`src/hw/acs_pkg.sv`:
```
// Package with register map, field layout and reset values for the shadow bank.
`default_nettype none

package acs_pkg;

  // ****************************************************************
  // Addressing
  // ****************************************************************
  localparam logic [4:0] ACS_DEVAD = 5'h07;
  localparam logic [15:0] ACS_REG_ADDR = 16'hFFF8;
  localparam logic [2:0] ACS_SHADOW_AUX = 3'h0;
  localparam logic [2:0] ACS_SHADOW_MISC = 3'h7;

  // ****************************************************************
  // Field positions
  // ****************************************************************
  localparam int ACS_SEL_LSB = 0;
  localparam int ACS_RDSEL_LSB = 12;
  localparam int ACS_MISC_WEN_BIT = 15;
  localparam int ACS_LOOPBACK_BIT = 15;
  localparam int ACS_EXT_LEN_BIT = 14;
  localparam int ACS_GIG_ER_LSB = 12;
  localparam int ACS_TX_MODE_BIT = 10;
  localparam int ACS_PRF_DIS_BIT = 7;
  localparam int ACS_FE_ER_LSB = 4;

  // Upper 13 bits of every shadow are stored; the low 3 are the select.
  localparam logic [15:0] ACS_DATA_MASK = 16'hFFF8;
  // Reset: extended length and normal transmit mode set, rest clear.
  localparam logic [15:0] ACS_AUX_RESET = 16'h4400;
  localparam logic [15:0] ACS_MISC_RESET = 16'h0000;

  // Edge-rate codes: 4.0 ns, 5.0 ns, 3.0 ns, 0.0 ns.
  typedef enum logic [1:0] {
    ACS_ER_4NS = 2'b00,
    ACS_ER_5NS = 2'b01,
    ACS_ER_3NS = 2'b10,
    ACS_ER_0NS = 2'b11
  } acs_edge_type;

  // Management access request carried as one bundle.
  typedef struct packed {
    logic wr;
    logic rd;
    logic [4:0] devad;
    logic [15:0] addr;
    logic [15:0] wdata;
  } acs_req_type;

  // Decoded control fields driven to the copper datapath.
  typedef struct packed {
    logic ext_loopback;
    logic ext_pkt_len;
    acs_edge_type gig_edge;
    logic tx_normal;
    logic prf_disable;
    acs_edge_type fe_edge;
  } acs_ctrl_type;

endpackage

`default_nettype wire

```
`src/hw/acs_aux_control.sv`:
```
// Shadowed auxiliary control location with its shadow-000 control register.
`timescale 1ns/1ps
`default_nettype none

module acs_aux_control (
  // Clock and reset
  input wire logic core_clk,
  input wire logic resetn,
  // Management access
  input wire acs_pkg::acs_req_type req,
  output logic [15:0] rdata,
  output logic rvalid,
  // Strap pin, deliberately kept out of the register
  input wire logic [1:0] edge_rate_strap_pin,
  // Datapath controls
  output acs_pkg::acs_ctrl_type ctrl
);

  // ****************************************************************
  // Helpers
  // ****************************************************************
  function automatic logic hit(input acs_pkg::acs_req_type r);
    hit = (r.devad == acs_pkg::ACS_DEVAD) &&
          (r.addr == acs_pkg::ACS_REG_ADDR);
  endfunction

  // ****************************************************************
  // Storage
  // ****************************************************************
  // Shadows other than 000 and 111 are held as plain storage so a
  // read-modify-write by the host round-trips; they steer nothing here.
  logic [15:0] aux_reg, aux_next;
  logic [15:0] misc_reg, misc_next;
  logic [15:0] oth_reg [1:6];
  logic [15:0] oth_next [1:6];
  logic [2:0] rsel_reg, rsel_next;
  logic [15:0] rdata_reg, rdata_next;
  logic rvalid_reg, rvalid_next;
  acs_pkg::acs_ctrl_type dec;
  acs_pkg::acs_ctrl_type rst_ctrl;
  logic [2:0] wsel;
  logic [15:0] wdat;

  assign wsel = req.wdata[2:0];
  assign wdat = req.wdata & acs_pkg::ACS_DATA_MASK;

  always_comb begin
    aux_next = aux_reg;
    misc_next = misc_reg;
    rsel_next = rsel_reg;
    for (int i = 1; i <= 6; i++) begin
      oth_next[i] = oth_reg[i];
    end
    if (req.wr && hit(req)) begin
      unique case (wsel)
        acs_pkg::ACS_SHADOW_AUX: begin
          aux_next = wdat;
        end
        acs_pkg::ACS_SHADOW_MISC: begin
          // Bit 15 clear means only the read select is updated.
          if (req.wdata[acs_pkg::ACS_MISC_WEN_BIT]) begin
            misc_next = wdat;
          end else begin
            rsel_next = req.wdata[acs_pkg::ACS_RDSEL_LSB +: 3];
          end
        end
        default: begin
          oth_next[wsel] = wdat;
        end
      endcase
    end
  end

  // ****************************************************************
  // Read path
  // ****************************************************************
  // The strap input never enters this mux, so the edge-rate fields read
  // back exactly what was written.
  always_comb begin
    rvalid_next = req.rd && hit(req);
    rdata_next = rdata_reg;
    if (req.rd && hit(req)) begin
      unique case (rsel_reg)
        acs_pkg::ACS_SHADOW_AUX: rdata_next = aux_reg;
        acs_pkg::ACS_SHADOW_MISC: rdata_next = misc_reg | 16'(rsel_reg);
        default: rdata_next = oth_reg[rsel_reg];
      endcase
    end
  end

  always_ff @(posedge core_clk) begin
    if (!resetn) begin
      aux_reg <= acs_pkg::ACS_AUX_RESET;
      misc_reg <= acs_pkg::ACS_MISC_RESET;
      rsel_reg <= acs_pkg::ACS_SHADOW_AUX;
      rdata_reg <= 16'h0000;
      rvalid_reg <= 1'b0;
      for (int i = 1; i <= 6; i++) begin
        oth_reg[i] <= 16'h0000;
      end
    end else begin
      aux_reg <= aux_next;
      misc_reg <= misc_next;
      rsel_reg <= rsel_next;
      rdata_reg <= rdata_next;
      rvalid_reg <= rvalid_next;
      for (int i = 1; i <= 6; i++) begin
        oth_reg[i] <= oth_next[i];
      end
    end
  end

  acs_field_decode u_dec (
    .word(aux_reg),
    .ctrl(dec)
  );

  // The reset controls come from the same decoder, so they cannot drift
  // away from the stored reset word.
  acs_field_decode u_rst_dec (
    .word(acs_pkg::ACS_AUX_RESET),
    .ctrl(rst_ctrl)
  );

  // Controls are registered once more so the outputs are flop driven.
  always_ff @(posedge core_clk) begin
    if (!resetn) begin
      ctrl <= rst_ctrl;
    end else begin
      ctrl <= dec;
    end
  end

  assign rdata = rdata_reg;
  assign rvalid = rvalid_reg;
endmodule

`default_nettype wire

```
`src/hw/acs_field_decode.sv`:
```
// Decoder from the stored shadow-000 word to the datapath control bundle.
`timescale 1ns/1ps
`default_nettype none

module acs_field_decode (
  // Stored register word
  input wire logic [15:0] word,
  // Decoded controls
  output acs_pkg::acs_ctrl_type ctrl
);

  always_comb begin
    ctrl.ext_loopback = word[acs_pkg::ACS_LOOPBACK_BIT];
    ctrl.ext_pkt_len = word[acs_pkg::ACS_EXT_LEN_BIT];
    ctrl.gig_edge = acs_pkg::acs_edge_type'(
      word[acs_pkg::ACS_GIG_ER_LSB +: 2]);
    ctrl.tx_normal = word[acs_pkg::ACS_TX_MODE_BIT];
    ctrl.prf_disable = word[acs_pkg::ACS_PRF_DIS_BIT];
    ctrl.fe_edge = acs_pkg::acs_edge_type'(
      word[acs_pkg::ACS_FE_ER_LSB +: 2]);
  end

endmodule

`default_nettype wire

```
`config.mk`:
```
export PLATFORM = sky130hd
export DESIGN_NAME = acs_aux_control
export DESIGN_NICKNAME = d
export VERILOG_FILES = /design/src/hw/acs_pkg.sv /design/src/hw/acs_aux_control.sv /design/src/hw/acs_field_decode.sv
export SDC_FILE = /design/constraint.sdc
export NUM_CORES = 1
export LEC_CHECK = 0
export BUFFER_PORTS_ARGS = -buffer_cell sky130_fd_sc_hd__buf_2
export CAP_MARGIN = 5
export CORE_MARGIN = 5
export CORE_UTILIZATION = 27
export DETAILED_ROUTE_END_ITERATION = 12
export SLEW_MARGIN = 20
export SYNTH_ARGS = -nofsm -noshare
export SYNTH_HDL_FRONTEND = slang
export SYNTH_SLANG_ARGS = --single-unit
```
`constraint.sdc`:
```
create_clock -name core_clk -period 2 [get_ports core_clk]
set_input_delay 0.3 -clock core_clk [delete_from_list [all_inputs] [get_ports core_clk]]
set_output_delay 0.3 -clock core_clk [all_outputs]
set_load 0.01 [all_outputs]
```
---- After elaboration in Yosys (flattened, before gate mapping) ----
Memory sizes are Yosys's and may differ from the RTL's. A register that Yosys moved wholly into a read port is not among the register bits.
Index checks and enable logic that the tools add are counted.
W data, S select, Z words.
word-level totals
  bits in registers ....................... 54
  bits in writable memories ............... 96
  output and inout port bits .............. 25
  word-level logic and storage cells ...... 53
  memories ................................ 1
cells by class
  $lt $le $gt $ge ......................... 2
  equal/unequal tests ..................... 4
  mux-type cells .......................... 16
  bitwise logic cells ..................... 9
  reductions and logical operators ........ 10
memory list
  memory   depth  width  rd ports  clocked after memory_dff  wr ports  line                   source
  oth_reg  6      16     7         1                         6         acs_aux_control.sv:34  logic [15:0] oth_reg [1:6];
operator list
  cell                    number
  $mux W96                2
  $mux W16                7
  $bwmux W96              1
  $demux W16 S3           1
  $pmux W16 S2            1
  $eq A16 B16 Y1 const B  1
  $or A16 B3 Y16          1
  $eq A3 B3 Y1 const B    2
  $logic_not A3 Y1        2
  $mux W3                 2
  $or A1 B1 Y1            6
  $reduce_and A3 Y1       2
  $eq A5 B3 Y1 const B    1
  $ge A4 B4 Y1 const B    1
  $logic_and A1 B1 Y1     4
  $lt A4 B1 Y1 const B    1
  $not A3 Y4              1
  $mux W1                 2
  $reduce_and A2 Y1       1
  $reduce_or A2 Y1        1
  $not A1 Y1              1

---- Depth between registers and ports, before layout ----
  word-level depth ........................ 9
  mapped depth ............................ 6

---- By module ----
Synthesis repeated with hierarchy kept, for this count alone.
unflattened totals
  cell total of the unflattened synthesis .. 639
  area total of the unflattened synthesis .. 6025.8 µm²
modules (own cells, without submodules)
  module            instances  cells each  area each (µm²)  seq. area each (µm²)
  acs_aux_control   1          623         5905.7           2702.6
  acs_field_decode  2          8           60.1             0.0

---- Worst setup path before layout ----
OpenSTA, ideal clock, no wires.
  path type ............................... input -> register
  from .................................... in req[1] (netlist name)
  to ...................................... reg aux_reg[10]
  setup time .............................. 133 ps
  data arrival time ....................... 1976 ps
  data required time ...................... 1867 ps
  path slack .............................. -109 ps
  stages on the path ...................... 6
  path through ............................ clkbuf_1 -> or4b_2 -> or4_1 -> clkbuf_1 -> o21ai_0 -> nand3_1
on the way
  longest elaborated chain between the ends .. 2
RTL lines
  what                         line                    source
  start: declaration           acs_aux_control.sv:10   input wire acs_pkg::acs_req_type req,
  $logic_not A3 Y1             acs_aux_control.sv:55   unique case (wsel)
  $reduce_and A2 Y1 (no line)  -
  end signal: assignment       acs_aux_control.sv:93   aux_reg <= acs_pkg::ACS_AUX_RESET;
  end signal: assignment       acs_aux_control.sv:102  aux_reg <= aux_next;
  end: declaration             acs_aux_control.sv:32   logic [15:0] aux_reg, aux_next;
Every way passes these cells.
A chain may end at the register's enable or synchronous reset.

---- Worst setup path after layout ----
  from .................................... reg rsel_reg[2]
  to ...................................... reg rdata_reg[5], in the netlist rdata[5]
on the way
  longest elaborated chain between the ends .. 2
  elaborated cells on any way between the ends .. 3
  those cells by class .................... eq/ne (1); mux (1); reduce/logical (1)
RTL lines
  what                                              line                    source
  start: declaration                                acs_aux_control.sv:36   logic [2:0] rsel_reg, rsel_next;
  start signal: assignment                          acs_aux_control.sv:95   rsel_reg <= acs_pkg::ACS_SHADOW_AUX;
  start signal: assignment                          acs_aux_control.sv:104  rsel_reg <= rsel_next;
  $eq A3 B3 Y1 or $logic_not A3 Y1 (tied branches)  acs_aux_control.sv:83   unique case (rsel_reg)
  $pmux W16 S2 *                                    acs_aux_control.sv:83
  end signal: assignment                            acs_aux_control.sv:105  rdata_reg <= rdata_next;
  end: declaration                                  acs_aux_control.sv:37   logic [15:0] rdata_reg, rdata_next;
Mark *: on every way between the ends. The rest lies on a longest branch, timed or not.

==> results.tsv <==
metric	value	unit
CP arrival	2.11	ns
Die ar.	24740	um^2
largest net degree at the start of global routing	54	
Worst Hold Depth	3	
Tightest Hold Check Type	in2reg	
first-pass GRT wire length	25.92	mm
Synth area leaders	dfxtp_1 46%, mux2i_1 9.7%, a21oi_1 5.7%	
Post-Synthesis Cells	621	
clock buffer count from CTS	17	
P_sw	1.311	mW
crit path max fanout	13	
Combinational Power Share	3.2	%
die height	157.3	um
Fmax achieved	561.0	MHz
placed cell count	946	
number of synthesized flops with an enable pin	0	
Syn. warnings	0	
critical-path cell list	and3_1 -> nor2_1 -> nand2_1 -> a311oi_1	
Final Hold Vio Count	0	
Avg Inst Size Synth	9.433	um^2
fraction of layout cells with a size suffix above 1	27.17	%
Hold WS	0.1979	ns
RR Endpoint	rdata[5]	
Worst-path clk slew	0.06	ns
Site Rows	53	
worst reg2reg setup slack	0.22	ns
ys async rst share	0	%
DP HPWL	10.91	mm
Lkg Pwr	3.001	nW
Worst Hold Launch	req[13]	
Worst Reg-to-Reg Cells	4	
setup bufs post-CTS	0	
Clk pwr share	51.9	%
Setup crit end kind	flip-flop	
GP Congestion	0.7465	
Syn Std Cell Area	5858	um^2
via/cell ratio	5.034	
Flop pwr share	44.9	%
Post-DRT Antenna Nets	0	
post-synth top area share	46.13	%
total global routing overflow	0	
Top delay family on crit path	simple AND/OR/NAND/NOR gates	
number of global-route vias before repair	4745	
port bufs	65	
synthesized flop and latch total	135	
top-count cell post-synth	dfxtp_1	
Synth cell types	35	
Worst Skew	0.007243	ns
H-tree levels	4	
Post-synth top cells	135 x dfxtp_1, 83 x nand2_1, 67 x a21oi_1	
Core Box Area	21220	um^2
slowest CP cell	nor2_1	
Ports	68	
Initial Util	27.61	%
post-synthesis sequential area ratio	46.13	%
final cell count without fillers	979	
CTS tree	yes	
Worst EP required	2.32	ns
Final WS setup	0.2174	ns
CP bufs+invs	0	
Synth-to-Final Area Change	26.10	%
total track usage	13.23	%
worst-skew pair later-pin latency	0.42	ns
Primary FF master, synth	dfxtp_1	
initial antenna violation count	3	
CTS Buffer Depth	2	
dpl ws	-0.2155	ns
status	finished, final reports clean	
Hold Path End	oth_reg[6][13]	
startpoint types	flip-flop	
Final nets	733	
fin crit period	1.783	ns
CTS sink count	135	
Reg-to-Reg Start	rsel_reg[2]	
sw frac	21.89	%
WS Path Type	reg2reg	
setup TNS	0	ns
Iter 0 DRT Violations	310	
Max stage delay on crit path	0.74	ns
P_int	4.678	mW
Largest register FFs	78	
CTS resizes	0	
vias post-DR	4928	
RSZ-0062 raised after global routing	false	
worst slew pin tran	0.9846	ns
per-cell routed wire length	16.85	um
WL final	16.49	mm
Max transition margin	34.12	%
Clock Tree Root	clkbuf_16	
die width	157.3	um
Peak VDD IR	0.0005136	V
Yosys top cell by area	dfxtp_1	
Slew Viols, Final	0	
Final Cycle Share	89.13	%
P per Cell Area	810.7	nW/um^2
Final setup violation count	0	
Hold-fix buffers, CTS	0	
drt drc	0	
drt first pass iters	5	
syn nets	664	
Max Cap Viol	0	
worst min-delay path: stages:
cell and delay (ns):
buf_2 0.14, nand3_1 0.07, a21oi_1 0.06
worst max path at each step:
stage	startpoint	to	slack (ns)	cells past startpoint
after CTS	req[17]	oth_reg[4][13]	0.21	6
after detailed placement	req[17]	oth_reg[4][6]	-0.22	6
after floorplan	req[1]	aux_reg[10]	-0.03	6
final	rsel_reg[2]	rdata[5]	0.22	4
after global routing	rsel_reg[2]	rdata[11]	0.06	4
after global placement	req[17]	aux_reg[10]	-0.18	6
power by group through the flow:
stage                     Clock, mW  Combinational (mW)  Sequential (mW)
after global placement            0               0.191             2.75
final                          3.11               0.194             2.69
after floorplan                   0              0.0787             2.75
after CTS                      3.14               0.192             2.69
after detailed placement          0               0.191             2.75
after global routing           3.26               0.207             2.69
routing by layer:
| layer | vias to the layer above | global-route usage [%] | part of all wire, % |
|---|---|---|---|
| met5 | - | 0 | 0.085 |
| met4 | 4 | 4.138 | 0.87 |
| li1 | 2404 | - | - |
| met1 | 2400 | 17.42 | 45 |
| met2 | 104 | 21.96 | 49 |
| met3 | 16 | 2.612 | 5.3 |
per-stage QoR:
step | utilization [%] | total power [mW] | area, um^2
after floorplan | - | 2.827 | 5893
after global placement | 32.00 | 2.939 | 6792
after detailed placement | 32.00 | 2.940 | 6792
after CTS | 34.80 | 6.025 | 7385
after global routing | 34.80 | 6.160 | 7385
final | 34.81 | 5.989 | 7387
cells by family after synthesis:
| kind of cell | Yosys count | synth area share, % |
|---|---|---|
| multiplexers | 96 | 19.74 |
| AND/OR/NAND/NOR | 184 | 16.10 |
| flip-flops | 135 | 46.13 |
| buffers and inverters | 58 | 3.994 |
| AO/OA/AOI/OAI | 148 | 14.03 |
cell usage in the layout (no fill, tap or decap), types with 13 or more instances in the layout:
master and count:
dfxtp_1 135, clkbuf_16 17, mux4_2 13, o21ai_0 45, mux2_2 26, nand3_1 56
a21oi_1 67, a22oi_1 13, a311oi_1 13, nand2_1 83, buf_4 30, mux2i_1 57
buf_2 65
final cells by class:
type / count / area (um^2)
diodes: 1 / 2.502
clock buffers: 20 / 466.7
clock inverters: 12 / 126.4
fillers: 2163 / 13830
inverters: 2 / 7.507
multi-input cells: 428 / 2967
flip-flops and latches: 135 / 2703
well taps: 275 / 344.1
repair buffers: 106 / 770.7
Note: power is estimated with default switching activity, not from simulation.
